**config.mk**
```make
export PLATFORM = sky130hd
export DESIGN_NAME = msj_input_select
export DESIGN_NICKNAME = d
export VERILOG_FILES = /design/src/inc/msj_pkg.sv /design/src/core/msj_input_select.sv
export VERILOG_INCLUDE_DIRS = /design/src /design/src/inc
export SDC_FILE = /design/constraint.sdc
export NUM_CORES = 1
export LEC_CHECK = 0
export ABC_AREA = 0
export BUFFER_PORTS_ARGS = -buffer_cell sky130_fd_sc_hd__buf_2
export CAP_MARGIN = 20
export CORE_ASPECT_RATIO = 1.4
export CORE_UTILIZATION = 34
export DETAILED_ROUTE_END_ITERATION = 6
export PLACE_DENSITY = 0.57
export SETUP_SLACK_MARGIN = 0.5
export SLEW_MARGIN = 20
export SYNTH_ARGS = -nofsm -noshare
export SYNTH_HDL_FRONTEND = slang
export SYNTH_SLANG_ARGS = --single-unit
```
**constraint.sdc**
```tcl
create_clock -name CLK_I -period 9.5 [get_ports CLK_I]
set_clock_uncertainty 0.1 [all_clocks]
set_input_delay 1.9 -clock CLK_I [delete_from_list [all_inputs] [get_ports CLK_I]]
set_output_delay 1.9 -clock CLK_I [all_outputs]
set_load 0.005 [all_outputs]
```
**src/inc/msj_defs.svh**
```systemverilog
// constants for the multispeed / jog input selection block
`ifndef MSJ_DEFS_SVH
`define MSJ_DEFS_SVH

// timing
`define MSJ_CLK_NS         20
`define MSJ_SETTLE_UNIT_NS 1000000

// register addresses (word index on the plain port)
`define MSJ_A_CTRL   6'h00
`define MSJ_A_POL    6'h01
`define MSJ_A_SETTLE 6'h02
`define MSJ_A_JOGF   6'h03
`define MSJ_A_JSM    6'h04
`define MSJ_A_SPD0   6'h05
`define MSJ_A_STAT   6'h06
`define MSJ_A_FREQ   6'h07
`define MSJ_A_FN_HI  3'h1
`define MSJ_A_SPD_HI 2'h1

// control and polarity register fields
`define MSJ_CTRL_MODE  0
`define MSJ_CTRL_SRC   1
`define MSJ_CTRL_REVOK 2
`define MSJ_POL_FWD    8

// field codes
`define MSJ_MODE_BINARY 1'b0
`define MSJ_MODE_BIT    1'b1
`define MSJ_FN_NONE     8'h00
`define MSJ_FN_BIN_SEL0 8'h02
`define MSJ_FN_JOG      8'h06
`define MSJ_FN_FRST     8'h12
`define MSJ_FN_BIT_SEL1 8'h20
`define MSJ_JSM_RUN_OK  3'h3
`define MSJ_JSM_MAX     3'h5
`define MSJ_JOG_MAX     16'h03E7
`define MSJ_FREQ_MAX    17'h0FFFF

// reset values
`define MSJ_RST_W16 16'h0000
`define MSJ_RST_POL 9'h000
`define MSJ_RST_JSM 3'h0

`endif

```
**src/inc/msj_pkg.sv**
```systemverilog
// types for the multispeed / jog input selection block
`default_nettype none
package msj_pkg;

  typedef enum logic [3:0] {
    ST_IDLE = 4'h1,
    ST_RUN  = 4'h2,
    ST_JOG  = 4'h4,
    ST_LOCK = 4'h8
  } msj_jog_e;

  typedef enum logic [1:0] {
    STOP_FREE  = 2'h0,
    STOP_DECEL = 2'h1,
    STOP_DCB   = 2'h2
  } msj_stop_e;

  typedef struct packed {
    logic             mode;
    logic             src_term;
    logic             rev_ok;
    logic [8:0]       pol;
    logic [15:0]      settle;
    logic [15:0]      jog_freq;
    logic [2:0]       jsm;
    logic [15:0]      spd0;
    logic [7:0][7:0]  fn;
    logic [14:0][15:0] spd;
    logic [15:0]      tick_cnt;
    logic             tick;
    logic [3:0]       bin_cand;
    logic [15:0]      settle_cnt;
    logic [3:0]       bin_sel;
    msj_jog_e         st;
    msj_stop_e        stop;
    logic [15:0]      rdata;
    logic [15:0]      freq;
    logic             run;
    logic             rev;
    logic             jog;
    logic             frst;
    logic [3:0]       spd_idx;
  } msj_state_s;

endpackage

`default_nettype wire

```
**src/core/msj_input_select.sv**
```systemverilog
// terminal conditioning, multispeed selection and jog sequencing
//
// Contract
// - normally-open terminal: signal on while contact closed, off while open.
// - normally-closed terminal: signal on while contact open, off while closed.
// - eight terminal polarity bits plus a separate forward-run polarity bit.
// - fault-reset terminals always read normally-open, ignoring polarity.
// - mode setting picks binary sixteen speeds (00) or bit eight speeds (01).
// - binary mode: four selection inputs, function codes 02..05, pick speeds 0..15.
// - binary speeds 1..15 output the fifteen per-speed frequencies.
// - speed 0 uses panel setting or analog sum, by frequency source.
// - binary combination accepted only after stable for the settle delay.
// - bit mode: seven inputs, function codes 32..38, pick speeds 0..7.
// - bit speeds 1..7 output the first seven per-speed frequencies.
// - bit mode: all off gives speed 0, lowest asserted input wins.
// - terminal source, reversible analog, negative sum: reverse commanded rotation.
// - jog input is any terminal with function code 06.
// - jog outputs jog frequency, limited to 9.99 Hz.
// - stop-mode code: 00-02 no jog while running, 03-05 yes; free/decel/DC.
// - modes 00-02: no jog if forward-run came before jog.
// - modes 03-05: jog anyway; jog released first makes motor coast.
//
// Decided for this implementation: the address-and-strobe port and the register offsets.
`timescale 1ns/1ps
`default_nettype none
`include "msj_defs.svh"

module msj_input_select
  import msj_pkg::*;
#(
  parameter int TICK_CYCLES = `MSJ_SETTLE_UNIT_NS / `MSJ_CLK_NS
) (
  input  wire logic              CLK_I,
  input  wire logic              RST_N_I,
  input  wire logic [5:0]        ADDR_I,
  input  wire logic [15:0]       WDATA_I,
  input  wire logic              WR_I,
  input  wire logic              RD_I,
  output logic      [15:0]       RDATA_O,
  input  wire logic [7:0]        TERM_CLOSED_I,
  input  wire logic              FWD_CLOSED_I,
  input  wire logic              REV_RUN_I,
  input  wire logic              MOTOR_RUNNING_I,
  input  wire logic signed [15:0] ANALOG_MAIN_I,
  input  wire logic signed [15:0] ANALOG_AUX_I,
  output logic      [15:0]       FREQ_REF_O,
  output logic                   RUN_O,
  output logic                   REVERSE_O,
  output logic                   JOG_ACTIVE_O,
  output logic      [1:0]        STOP_METHOD_O,
  output logic                   FAULT_RESET_O,
  output logic      [3:0]        SPEED_IDX_O
);

  msj_state_s r;
  msj_state_s next_r;

  // ------------------------------------------------------------------
  // terminal conditioning
  // ------------------------------------------------------------------
  logic [7:0] term_sig;
  logic       fwd_sig;
  logic       run_cmd;
  logic       jog_sig;
  logic       frst_sig;
  logic [3:0] bin_raw;
  logic [6:0] bit_raw;

  always_comb begin
    // xor: polarity bit 0 passes the contact, 1 inverts it
    term_sig = TERM_CLOSED_I ^ r.pol[7:0];
    fwd_sig  = FWD_CLOSED_I ^ r.pol[`MSJ_POL_FWD];
    run_cmd  = fwd_sig | REV_RUN_I;
    jog_sig  = 1'b0;
    frst_sig = 1'b0;
    bin_raw  = 4'h0;
    bit_raw  = 7'h00;
    for (int t = 0; t < 8; t++) begin
      if (r.fn[t] == `MSJ_FN_JOG) begin
        jog_sig = jog_sig | term_sig[t];
      end
      if (r.fn[t] == `MSJ_FN_FRST) begin
        frst_sig = frst_sig | TERM_CLOSED_I[t];
      end
      for (int k = 0; k < 4; k++) begin
        if (r.fn[t] == `MSJ_FN_BIN_SEL0 + 8'(k)) begin
          bin_raw[k] = bin_raw[k] | term_sig[t];
        end
      end
      for (int k = 0; k < 7; k++) begin
        if (r.fn[t] == `MSJ_FN_BIT_SEL1 + 8'(k)) begin
          bit_raw[k] = bit_raw[k] | term_sig[t];
        end
      end
    end
  end

  // ------------------------------------------------------------------
  // speed selection
  // ------------------------------------------------------------------
  logic [3:0]         bit_idx;
  logic [3:0]         spd_idx;
  logic signed [16:0] ana_sum;
  logic [16:0]        ana_mag;
  logic               ana_rev;
  logic [15:0]        spd0_freq;
  logic [15:0]        ms_freq;

  always_comb begin
    bit_idx = 4'h0;
    // scan downward so the lowest asserted input is written last
    for (int k = 6; k >= 0; k--) begin
      if (bit_raw[k]) begin
        bit_idx = 4'(k + 1);
      end
    end
    spd_idx = (r.mode == `MSJ_MODE_BIT) ? bit_idx : r.bin_sel;
    ana_sum = 17'(ANALOG_MAIN_I) + 17'(ANALOG_AUX_I);
    ana_mag = ana_sum[16] ? 17'(-ana_sum) : 17'(ana_sum);
    ana_rev = r.src_term & r.rev_ok & ana_sum[16];
    if (!r.src_term) begin
      spd0_freq = r.spd0;
    end else if (ana_mag > `MSJ_FREQ_MAX) begin
      spd0_freq = 16'hFFFF;
    end else begin
      spd0_freq = ana_mag[15:0];
    end
    if (spd_idx == 4'h0) begin
      ms_freq = spd0_freq;
    end else begin
      ms_freq = r.spd[spd_idx - 4'h1];
    end
  end

  // ------------------------------------------------------------------
  // register read mux
  // ------------------------------------------------------------------
  logic [15:0] rd_val;

  always_comb begin
    rd_val = 16'h0000;
    case (ADDR_I)
      `MSJ_A_CTRL:   rd_val = {13'h0, r.rev_ok, r.src_term, r.mode};
      `MSJ_A_POL:    rd_val = {7'h00, r.pol};
      `MSJ_A_SETTLE: rd_val = r.settle;
      `MSJ_A_JOGF:   rd_val = r.jog_freq;
      `MSJ_A_JSM:    rd_val = {13'h0, r.jsm};
      `MSJ_A_SPD0:   rd_val = r.spd0;
      `MSJ_A_STAT:   rd_val = {2'h0, r.bin_sel, r.spd_idx, r.stop, r.jog, r.rev, r.run, r.frst};
      `MSJ_A_FREQ:   rd_val = r.freq;
      default: begin
        if (ADDR_I[5:3] == `MSJ_A_FN_HI) begin
          rd_val = {8'h00, r.fn[ADDR_I[2:0]]};
        end else if (ADDR_I[5:4] == `MSJ_A_SPD_HI && ADDR_I[3:0] != 4'h0) begin
          rd_val = r.spd[ADDR_I[3:0] - 4'h1];
        end
      end
    endcase
  end

  // ------------------------------------------------------------------
  // next state
  // ------------------------------------------------------------------
  logic      jog_run_ok;
  msj_stop_e jog_stop;

  always_comb begin
    next_r = r;

    // register writes
    if (WR_I) begin
      case (ADDR_I)
        `MSJ_A_CTRL: begin
          next_r.mode     = WDATA_I[`MSJ_CTRL_MODE];
          next_r.src_term = WDATA_I[`MSJ_CTRL_SRC];
          next_r.rev_ok   = WDATA_I[`MSJ_CTRL_REVOK];
        end
        `MSJ_A_POL:    next_r.pol = WDATA_I[8:0];
        `MSJ_A_SETTLE: next_r.settle = WDATA_I;
        // clamp keeps jog at or below the 9.99 Hz ceiling
        `MSJ_A_JOGF: begin
          next_r.jog_freq = (WDATA_I > `MSJ_JOG_MAX) ? `MSJ_JOG_MAX : WDATA_I;
        end
        `MSJ_A_JSM:    next_r.jsm = WDATA_I[2:0];
        `MSJ_A_SPD0:   next_r.spd0 = WDATA_I;
        default: begin
          if (ADDR_I[5:3] == `MSJ_A_FN_HI) begin
            next_r.fn[ADDR_I[2:0]] = WDATA_I[7:0];
          end else if (ADDR_I[5:4] == `MSJ_A_SPD_HI && ADDR_I[3:0] != 4'h0) begin
            next_r.spd[ADDR_I[3:0] - 4'h1] = WDATA_I;
          end
        end
      endcase
    end
    next_r.rdata = RD_I ? rd_val : 16'h0000;

    // settle time base, one pulse per delay unit
    if (r.tick_cnt >= 16'(TICK_CYCLES - 1)) begin
      next_r.tick_cnt = 16'h0000;
      next_r.tick     = 1'b1;
    end else begin
      next_r.tick_cnt = r.tick_cnt + 16'h0001;
      next_r.tick     = 1'b0;
    end

    // binary combination must hold still before it is taken
    if (bin_raw != r.bin_cand) begin
      next_r.bin_cand   = bin_raw;
      next_r.settle_cnt = 16'h0000;
    end else if (r.settle_cnt >= r.settle) begin
      next_r.bin_sel = r.bin_cand;
    end else if (r.tick) begin
      next_r.settle_cnt = r.settle_cnt + 16'h0001;
    end

    // jog sequencing
    jog_run_ok = (r.jsm >= `MSJ_JSM_RUN_OK) && (r.jsm <= `MSJ_JSM_MAX);
    case (r.jsm)
      3'h0, 3'h3: jog_stop = STOP_FREE;
      3'h1, 3'h4: jog_stop = STOP_DECEL;
      3'h2, 3'h5: jog_stop = STOP_DCB;
      default:    jog_stop = STOP_FREE;
    endcase

    case (r.st)
      ST_IDLE: begin
        if (run_cmd && jog_sig) begin
          next_r.st = ST_JOG;
        end else if (run_cmd) begin
          next_r.st = ST_RUN;
        end
      end
      ST_RUN: begin
        if (!run_cmd) begin
          next_r.st   = ST_IDLE;
          next_r.stop = STOP_DECEL;
        end else if (jog_sig && jog_run_ok) begin
          next_r.st = ST_JOG;
        end
        // modes 00-02 keep running at the selected speed: no jog
      end
      ST_JOG: begin
        if (!run_cmd) begin
          next_r.st   = ST_IDLE;
          next_r.stop = jog_stop;
        end else if (!jog_sig) begin
          // run drops and the state locks until the command is released
          next_r.st   = ST_LOCK;
          next_r.stop = jog_run_ok ? STOP_FREE : jog_stop;
        end
      end
      ST_LOCK: begin
        if (!run_cmd) begin
          next_r.st = ST_IDLE;
        end
      end
      default: next_r.st = ST_IDLE;
    endcase

    // outputs, all registered
    next_r.run     = (next_r.st == ST_RUN) || (next_r.st == ST_JOG);
    next_r.jog     = (next_r.st == ST_JOG);
    next_r.rev     = REV_RUN_I ^ ana_rev;
    next_r.freq    = next_r.jog ? r.jog_freq : ms_freq;
    next_r.frst    = frst_sig;
    next_r.spd_idx = spd_idx;
  end

  // ------------------------------------------------------------------
  // state register
  // ------------------------------------------------------------------
  always_ff @(posedge CLK_I or negedge RST_N_I) begin
    if (!RST_N_I) begin
      r.mode       <= `MSJ_MODE_BINARY;
      r.src_term   <= 1'b0;
      r.rev_ok     <= 1'b0;
      r.pol        <= `MSJ_RST_POL;
      r.settle     <= `MSJ_RST_W16;
      r.jog_freq   <= `MSJ_RST_W16;
      r.jsm        <= `MSJ_RST_JSM;
      r.spd0       <= `MSJ_RST_W16;
      r.fn         <= '0;
      r.spd        <= '0;
      r.tick_cnt   <= `MSJ_RST_W16;
      r.tick       <= 1'b0;
      r.bin_cand   <= 4'h0;
      r.settle_cnt <= `MSJ_RST_W16;
      r.bin_sel    <= 4'h0;
      r.st         <= ST_IDLE;
      r.stop       <= STOP_FREE;
      r.rdata      <= `MSJ_RST_W16;
      r.freq       <= `MSJ_RST_W16;
      r.run        <= 1'b0;
      r.rev        <= 1'b0;
      r.jog        <= 1'b0;
      r.frst       <= 1'b0;
      r.spd_idx    <= 4'h0;
    end else begin
      r <= next_r;
    end
  end

  assign RDATA_O       = r.rdata;
  assign FREQ_REF_O    = r.freq;
  assign RUN_O         = r.run;
  assign REVERSE_O     = r.rev;
  assign JOG_ACTIVE_O  = r.jog;
  assign STOP_METHOD_O = r.stop;
  assign FAULT_RESET_O = r.frst;
  assign SPEED_IDX_O   = r.spd_idx;

endmodule // msj_input_select

`default_nettype wire

```
==> flow_summary.toml, run 1 <==
[run_status]
outcome = "completed"

[floorplanning]
num_io_pins = 111
die_h_um = 332
start_util = 0.345
rows = 120
coreArea_mm2 = 0.0769
die_area_mm2 = 0.0791
die_x_um = 238

[layout]
postLayoutCoreUtil = 0.383
seqCellArea_mm2 = 0.0114
area_delta_synth_final_pct = 11.1
drive_above_1_share = 0.326
fill_cells = 7453
multiInputGateArea_mm2 = 0.0142
diodes = 0
final_nets = 2389

[clocking]
clk_pin_slew_ns = 0.07
cts_tree = "done"
cts_setup_buffers = 0
cts_root_buf = "clkbuf_16"
cts_resized = 0
htreeDepth = 2
clk_latency_ns = 0.63
cts_inserted_buffers = 46
clkSinkCount = 454
cts_buffer_depth = 3
hold_buffers = 0

[timing]
period_needed_ns = 6.14
hold_viol = 0
tns_ns = 0
finalWorstSetupSlack_ns = 3.36
worstMarginPinSlew_ns = 1.13
final-setup-viol-count = 0
grt_setup_unrepaired = "false"
slew_headroom = 0.247
min_period_over_period = 0.647
max_freq_mhz = 163
final_max_slew_viol_count = 0

[global_routing]
grt_pass1_vias = 19700
overflow = 0
grt_usage = 0.213
grt_pass1_wl_um = 128000
grt_antenna_before_repair = 8
grt_max_degree = 183

[flow_run]
cap_violations = 0

[yosys]
netlist_area_mm2 = 0.0265
synth_area_per_cell_um2 = 11.6
synthDistinctLibCells = 95
synth_edf_count = 0
ys_warn_count = 0
synth_flop_cell = "dfrtp_1"
syn_inst = 2277
async_flop_share = 1.00
syn-num-nets = 2388
ys_seq_area_frac = 0.429
ys_ff_latch = 454

[power_and_ir_drop]
p_leak_uw = 0.0129
powerDensity_mw_per_mm2 = 221
peakVddDrop_mv = 0.176

[worst_setup_path]
crit_fanout = 44
cp-start-kind = "input pin"
required_ns = 9.88
critPathKind = "input pin to flop"
crit_arrival_ns = 6.52
crit_path_end_kind = "flop"

[route]
first_pass_iters = 6
avgRoutedWirePerCell_um = 25.2
first_iter_violations = 1580
routed_wl_um = 84600
vias_per_cell = 5.82
drc = 0
drtAntennaViolNets = 0
vias = 19500

[place]
hpwl_um = 59500
place.port_buffers = 109
routabilityCongestion = 0.896
dp_slack_ns = 2.74

[min_path]
min_path_type = "flop to flop"
cell usage in the layout (no fill, tap or decap), drive strengths merged, types with 19 or more instances in the layout:
| cell type | n |
|---|---|
| dfrtp | 453 |
| mux2 | 376 |
| buf | 145 |
| nand2 | 136 |
| nor2 | 110 |
| mux4 | 102 |
| nand3 | 78 |
| clkbuf | 68 |
| mux2i | 59 |
| o21ai | 48 |
| inv | 46 |
| nor3 | 46 |
| nand4 | 44 |
| a21oi | 42 |
| ha | 41 |
| xnor2 | 35 |
| a22oi | 32 |
| xor2 | 31 |
| a221oi | 25 |
| nor2b | 23 |
| a31oi | 23 |
| a21o | 23 |
| and3 | 22 |
| o221ai | 20 |
| o22ai | 19 |
| or3 | 19 |
sequential cells by signal, summed over array words and instances, names as in the netlist:
name           count
JOG_ACTIVE_O       1
REVERSE_O          1
FAULT_RESET_O      1
RUN_O              1
SPEED_IDX_O        4
STOP_METHOD_O      2
RDATA_O           16
r                412
FREQ_REF_O        16
layer usage:
layer / vias to the layer above / wire [µm] / global-route usage
li1: 8595 / - / -
met1: 10200 / 35700 / 0.276
met2: 568 / 42600 / 0.370
met3: 130 / 3510 / 0.0221
met4: 2 / 2800 / 0.0686
met5: - / 17 / 0
through the flow:
step | power (µW) | instances | cell area [µm²] | hold slack (ns)
after floorplan | 3940 | 2277 | 26500 | 0.325
after global placement | 4550 | 3266 | 27800 | 0.341
after detailed placement | 4600 | 3266 | 27800 | 0.368
after CTS | 6530 | 3351 | 29400 | 0.381
after global routing | 6780 | 3352 | 29400 | 0.406
final | 6500 | 3352 | 29400 | 0.377
report_power, final:
group,internal [µW],switching (µW),leakage (µW)
clock network,1080,845,0.000779
registers,2220,311,0.00605
logic,900,1150,0.00605
total,4200,2310,0.0129
worst paths after layout:
path,slack [ns],end,cells past startpoint,start
worst max-delay path,3.36,FREQ_REF_O[0],13,TERM_CLOSED_I[2]
max in group asynchronous,6.44,r[265],3,RST_N_I
worst min-delay path,0.38,r[86],1,r[86]
worst max register to register,4.24,FREQ_REF_O[0],12,r[347]
min in group asynchronous,1.20,r[364],1,RST_N_I
worst min register to register,0.38,r[86],1,r[86]
kinds of logic (layout without fill, tap and decap cells):
group | Yosys count | after routing | synth area share
compound gates | 346 | 346 | 0.0979
xor+xnor | 66 | 66 | 0.0221
fa+ha+maj | 42 | 42 | 0.0201
buf+inv | 238 | 276 | 0.0426
flops | 454 | 454 | 0.429
mux | 537 | 537 | 0.269
simple gates | 594 | 594 | 0.120
cell usage after synthesis, types with 42 or more instances:
cell / instances / share of area
o21ai_0: 45 / 0.0085
nand4_1: 44 / 0.010
mux2_2: 376 / 0.16
nand2_1: 136 / 0.019
mux4_2: 102 / 0.087
mux2i_1: 59 / 0.022
clkbuf_1: 107 / 0.015
nor3_1: 45 / 0.0085
nor2_1: 110 / 0.016
inv_1: 42 / 0.0059
dfrtp_1: 453 / 0.43
a21oi_1: 42 / 0.0079
nand3_1: 78 / 0.015
final cells by class:
| type | count | area share |
|---|---|---|
| inverter | 46 | 0.00587 |
| timing repair buffer | 145 | 0.0297 |
| multi-input combinational | 1585 | 0.481 |
| clock buffer | 68 | 0.0456 |
| tap | 1037 | 0.0441 |
| clock inverter | 17 | 0.00799 |
| sequential | 454 | 0.386 |
worst max-delay path, cell delays in order:
cell      delay [ns]
buf_2           0.12
xor2_1          0.29
nand4b_1        0.20
nand3_1         0.21
or4_1           0.60
o31ai_1         0.30
a21o_4          0.17
buf_4           0.51
buf_4           0.78
mux4_2          0.59
mux2i_1         0.43
o32a_1          0.27
o41ai_2         0.07
No activity file was read; power rests on OpenSTA's default activity.
==> run 2, diff against run 1 <==
--- a/config.mk
+++ b/config.mk
@@ -12,7 +12,7 @@
 export CORE_ASPECT_RATIO = 1.4
 export CORE_UTILIZATION = 34
 export DETAILED_ROUTE_END_ITERATION = 6
-export PLACE_DENSITY = 0.57
+export PLACE_DENSITY = 0.59
 export SETUP_SLACK_MARGIN = 0.5
 export SLEW_MARGIN = 20
 export SYNTH_ARGS = -nofsm -noshare
==> constraint.sdc (replaced) <==
create_clock -name CLK_I -period 5.4 [get_ports CLK_I]
set_clock_uncertainty 0.1 [all_clocks]
set_input_delay 1.08 -clock CLK_I [delete_from_list [all_inputs] [get_ports CLK_I]]
set_output_delay 1.08 -clock CLK_I [all_outputs]
set_load 0.005 [all_outputs]
==> run 2 against run 1 <==
Routed wire length decreased by 0.48%. Critical endpoint is now FREQ_REF_O[5]. Hold slack worse by 0.024 ns. Utilization is 0.39 points higher. Via count rose by 0.48%. Die area did not move. Largest cell class unchanged. First-iteration DRC count decreased by 3.5%. Clock power increased by 70%.
==> flow_summary.toml, run 2 (synthesized netlist as in run 1, its figures left out) <==
[route]
avgRoutedWirePerCell_um = 24.9
first_iter_violations = 1525
drtAntennaViolNets = 0
vias_per_cell = 5.78
routed_wl_um = 84200
vias = 19600
first_pass_iters = 6
drc = 0

[layout]
area_delta_synth_final_pct = 12.2
most-common-layout-cells = "dfrtp_1, mux2_2, nand2_1"
largest_reg_flops = 412
layout_commonest_cell = "dfrtp_1"
drive_above_1_share = 0.337
regMostFlops = "r"
fin_area_mm2 = 0.0297
postLayoutCoreUtil = 0.387
diodes = 0
final_nets = 2434
layout.cells.non_filler = 3389

[timing]
max_freq_mhz = 224
worstMarginPinSlew_ns = 1.11
final_max_slew_viol_count = 0
min_period_over_period = 0.828
tns_ns = 0
period_needed_ns = 4.47
hold_viol = 0
slew_headroom = 0.255
final-setup-viol-count = 0
grt_setup_unrepaired = "false"

[place]
place_area_mm2 = 0.0283
routabilityCongestion = 0.900
place.port_buffers = 109
hpwl_um = 61500
placedCellCount = 3313

[floorplanning]
rows = 120
num_io_pins = 111
die_x_um = 238
die_area_mm2 = 0.0791
die_h_um = 332
coreArea_mm2 = 0.0769
start_util = 0.345

[worst_setup_path]
crit_cells = 13
critPathTopFamily = "compound AO/OA/AOI/OAI gates"
crit_chain = "buf_2, xor2_1, nand2_1, o2111ai_1, or4_1, o2111a_1, a221oi_4, ha_4, buf_4, mux4_2, mux2i_1, o32a_1, o21ai_0"
required_ns = 5.77
r2r-start = "r[387]"
ff2ff_path_depth = 12
cp_slowest_cell = "or4_1"
cp_num_buf_inv = 2
crit_path_end_kind = "flop"
crit_start = "TERM_CLOSED_I[7]"
crit_end = "FREQ_REF_O[5]"
crit_arrival_ns = 4.84
max_stage_delay_ns = 0.57
crit_fanout = 14
r2r_setup_slack_ns = 0.97
cp-start-kind = "input pin"
worstReg2RegEnd = "FREQ_REF_O[5]"
critPathKind = "input pin to flop"

[clocking]
cts_root_buf = "clkbuf_16"
cts_buffer_depth = 3
clk_pin_slew_ns = 0.06
htreeDepth = 2
cts_tree = "done"
cts_setup_buffers = 0
cts_resized = 0
clkSinkCount = 454
hold_buffers = 0
clk_latency_ns = 0.62
cts_inserted_buffers = 45

[power_and_ir_drop]
powerDensity_mw_per_mm2 = 385
p_leak_uw = 0.0131
power_uw = 11400
peakVddDrop_mv = 0.287

[min_path]
hold_depth = 1
hold_start = "r[71]"
min_path_type = "flop to flop"

[run_status]
outcome = "completed"

[global_routing]
grt_max_degree = 110
grt_antenna_before_repair = 5
grt_usage = 0.213
grt_pass1_vias = 20300
overflow = 0
grt_pass1_wl_um = 127000

[flow_run]
cap_violations = 0
## run 2: cell count changes in the layout (fill, tap and decap cells not counted), sizes merged
| cell | delta |
|---|---|
| clkinv | -4 |
| clkbuf | -6 |
| buf | +46 |
| bufinv | +1 |
## run 2: through the flow
stage	hold slack, ns	worst slack, ns
2_1_floorplan	0.325	0.523
3_5_place_dp	0.345	0.410
6_report	0.353	0.931
3_3_place_gp	0.339	0.429
4_1_cts	0.353	1.05
5_1_grt	0.382	0.803
## run 2: power breakdown
group          total [µW]  switching [µW]  internal (µW)
clock                3260            1420           1840
combinational        3720            2030           1690
sequential           4460             552           3910
## run 2: metal layers
metal  global-route usage  wire length (µm)  vias to the layer above
met4               0.0830              3270                        4
li1                     -                 -                     8703
met3               0.0276              3600                      154
met5                    0                27                        -
met2                0.376             43100                      591
met1                0.261             34200                    10100
## run 2: final cells by class
type,instances,area [µm²]
Inverter,46,173
Tap cell,1037,1300
Fill cell,7426,47100
Sequential cell,454,11400
Multi-Input combinational cell,1585,14100
Timing Repair Buffer,191,1270
Clock buffer,62,1270
Clock inverter,14,221
## run 2: worst min path at each step
stage	slack [ns]	end
CTS	0.35	r[71]
detailed placement	0.35	r[71]
floorplan	0.33	r[71]
finish	0.35	r[71]
global placement	0.34	r[71]
global route	0.38	r[71]
## run 2: worst reg2reg max path: cells and delay by family, from the launching register on
family          cells  cell delay (ns)
compound gates      5             1.40
buf+inv             1             0.30
fa+ha+maj           1             0.38
simple gates        3             1.04
flops               1             0.44
mux                 2             0.63
==> run 3, diff against run 2 <==
--- a/config.mk
+++ b/config.mk
@@ -6,7 +6,7 @@
 export SDC_FILE = /design/constraint.sdc
 export NUM_CORES = 1
 export LEC_CHECK = 0
-export ABC_AREA = 0
+export ABC_AREA = 1
 export BUFFER_PORTS_ARGS = -buffer_cell sky130_fd_sc_hd__buf_2
 export CAP_MARGIN = 20
 export CORE_ASPECT_RATIO = 1.4
==> constraint.sdc (replaced) <==
create_clock -name CLK_I -period 3.61 [get_ports CLK_I]
set_clock_uncertainty 0.1 [all_clocks]
set_input_delay 0.722 -clock CLK_I [delete_from_list [all_inputs] [get_ports CLK_I]]
set_output_delay 0.722 -clock CLK_I [all_outputs]
set_load 0.005 [all_outputs]
==> run 3 against run 2 <==
The run now ends with design-rule violations left. Flip-flop and latch count unchanged. Synthesized cell count up 66%. Largest cell class unchanged. Critical path type is now flop to flop. Register-to-register slack worse by 0.61 ns. Synthesized area up 3.3%.
==> flow_summary.toml, run 3 <==
[run_status]
outcome = "finished with violations"
violations = "design-rule violations"

[layout]
fill_cells = 8071
most-common-layout-cells = "nand2_1, o21ai_0, dfrtp_1"
area_delta_synth_final_pct = 25.5
largest_reg_flops = 412
regMostFlops = "r"
layout_commonest_cell = "nand2_1"
final_nets = 4161
multiInputGateArea_mm2 = 0.0141
seqCellArea_mm2 = 0.0114
drive_above_1_share = 0.211

[timing]
final_max_slew_viol_count = 0
slew_headroom = 0.322
hold_viol = 0
period_needed_ns = 3.25
grt_setup_unrepaired = "true"
worstMarginPinSlew_ns = 1.01
whs_ns = 0.00869
max_freq_mhz = 308
min_period_over_period = 0.900
tns_ns = 0
final-setup-viol-count = 0

[yosys]
ys_ff_latch = 454
syn_inst = 3783
ys_seq_area_frac = 0.415
ys_top_cells_by_area = "dfrtp_1, nand2_1, o21ai_0"
yosysMostFrequentCell = "nand2_1"
ys_warn_count = 0
yosysTopAreaCell = "dfrtp_1"
synth_edf_count = 0
async_flop_share = 1.00
synth_area_per_cell_um2 = 7.24
synth_top_area_share = 0.414
syn-num-nets = 3894
netlist_top_cells_count = "nand2_1, o21ai_0, inv_1"
synthDistinctLibCells = 64
netlist_area_mm2 = 0.0274
synth_flop_cell = "dfrtp_1"

[clocking]
clk_pin_slew_ns = 0.07
clkSinkCount = 454
cts_buffer_depth = 3
cts_tree = "done"
clk_latency_ns = 0.64
cts_root_buf = "clkbuf_16"
htreeDepth = 2
cts_inserted_buffers = 48
hold_buffers = 0

[route]
avgRoutedWirePerCell_um = 21.9
drc = 8
first_pass_iters = 7
first_iter_violations = 2814
drtAntennaViolNets = 0
vias = 28100
routed_wl_um = 113000
vias_per_cell = 5.46

[worst_setup_path]
r2r-start = "r[444]"
crit_fanout = 6
crit_start = "r[444]"
critPathKind = "flop to flop"
crit_arrival_ns = 3.68
crit_path_end_kind = "flop"
ff2ff_path_depth = 23
required_ns = 4.04
cp-start-kind = "flop"

[power_and_ir_drop]
powerDensity_mw_per_mm2 = 571
p_leak_uw = 0.0158
peakVddDrop_mv = 0.358

[floorplanning]
start_util = 0.345
die_area_mm2 = 0.0817
num_io_pins = 111
die_x_um = 242
coreArea_mm2 = 0.0794
die_h_um = 338
rows = 122

[place]
hpwl_um = 78800
place.port_buffers = 109
routabilityCongestion = 1.01

[global_routing]
grt_antenna_before_repair = 5
grt_usage = 0.267
grt_pass1_wl_um = 166000
overflow = 0
grt_max_degree = 113
grt_pass1_vias = 26500

[flow_run]
cap_violations = 0

[min_path]
min_path_type = "input pin to async pin"
-- run 3: cell types whose count changed after synthesis, sizes merged, moves of 23 or more --
cell / change
a21oi: +128
buf: +24
clkbuf: +32
inv: +444
mux2: -376
mux2i: -59
mux4: -102
nand2: +661
nand3: +364
nor2: +151
nor2b: -23
o21ai: +463
-- run 3: through the flow --
stage          utilization  instances  cell area, µm²  power [µW]  setup slack (ns)
2_1_floorplan            -       3783           27800       10500             0.486
3_3_place_gp         0.393       5008           31200       13100            -0.298
3_5_place_dp         0.393       5008           31200       13200            -0.314
4_1_cts              0.420       5107           33300       18800             0.355
5_1_grt              0.433       5136           34400       20500             0.259
6_report             0.433       5137           34400       19600             0.361
-- run 3: worst paths after layout --
check                                end  slack (ns)
max reg2reg                FREQ_REF_O[6]        0.36
min                               r[370]       0.009
min in group CLK_I             REVERSE_O        0.20
max in group asynchronous         r[143]        2.44
max                        FREQ_REF_O[6]        0.36
min reg2reg                        r[71]        0.36
-- run 3: power by group --
group,internal (µW),total [µW],switching [µW],leakage (µW)
sequential,6090,6750,659,0.00526
combinational,2990,7710,4720,0.00977
clock,2870,5150,2280,0.000761
total,12000,19600,7670,0.0158
-- run 3: cell type report --
class,count,area share
multi-input combinational,2587,0.410
inverter,495,0.0549
sequential,454,0.331
tap,1054,0.0384
antenna,3,0.000218
clock buffer,64,0.0397
clock inverter,16,0.00615
timing repair buffer,464,0.120
-- run 3: worst max-delay path, cell delays in order (launching register included) --
cell	delay (ns)
dfrtp_1	0.43
inv_2	0.10
nand2_2	0.06
nand2_4	0.11
nand4_1	0.24
nand4_1	0.17
nor2_1	0.07
buf_4	0.12
nand2_1	0.06
nand2_1	0.05
nand2_1	0.07
nand2_2	0.08
nand2_4	0.11
nand2_4	0.07
ha_4	0.19
buf_12	0.13
xnor2_4	0.18
buf_12	0.18
buf_12	0.11
nand3_1	0.11
nand3_1	0.13
nand2_2	0.10
nand2_2	0.09
a21oi_2	0.05
-- run 3: cells by family after synthesis --
logic type / synth area share
flip-flops: 0.415
adder cells (fa/ha/maj): 0.0195
AO/OA/AOI/OAI: 0.175
XOR/XNOR: 0.0146
AND/OR/NAND/NOR: 0.264
buffers and inverters: 0.112
-- run 3: timing repair --
action / 4_1_cts / 5_1_grt
gates cloned: 5 / 9
pin swaps: 13 / 89
buffers inserted: 14 / 18
gates resized for setup: 84 / 175
setup endpoints to repair: 17 / 31
-- run 3: layer usage --
| layer | routed length [µm] | global-route usage | up-vias |
|---|---|---|---|
| met3 | 7680 | 0.0360 | 366 |
| li1 | - | - | 13000 |
| met2 | 54800 | 0.463 | 1324 |
| met1 | 42100 | 0.314 | 13300 |
| met5 | 8 | 0 | - |
| met4 | 8020 | 0.166 | 2 |
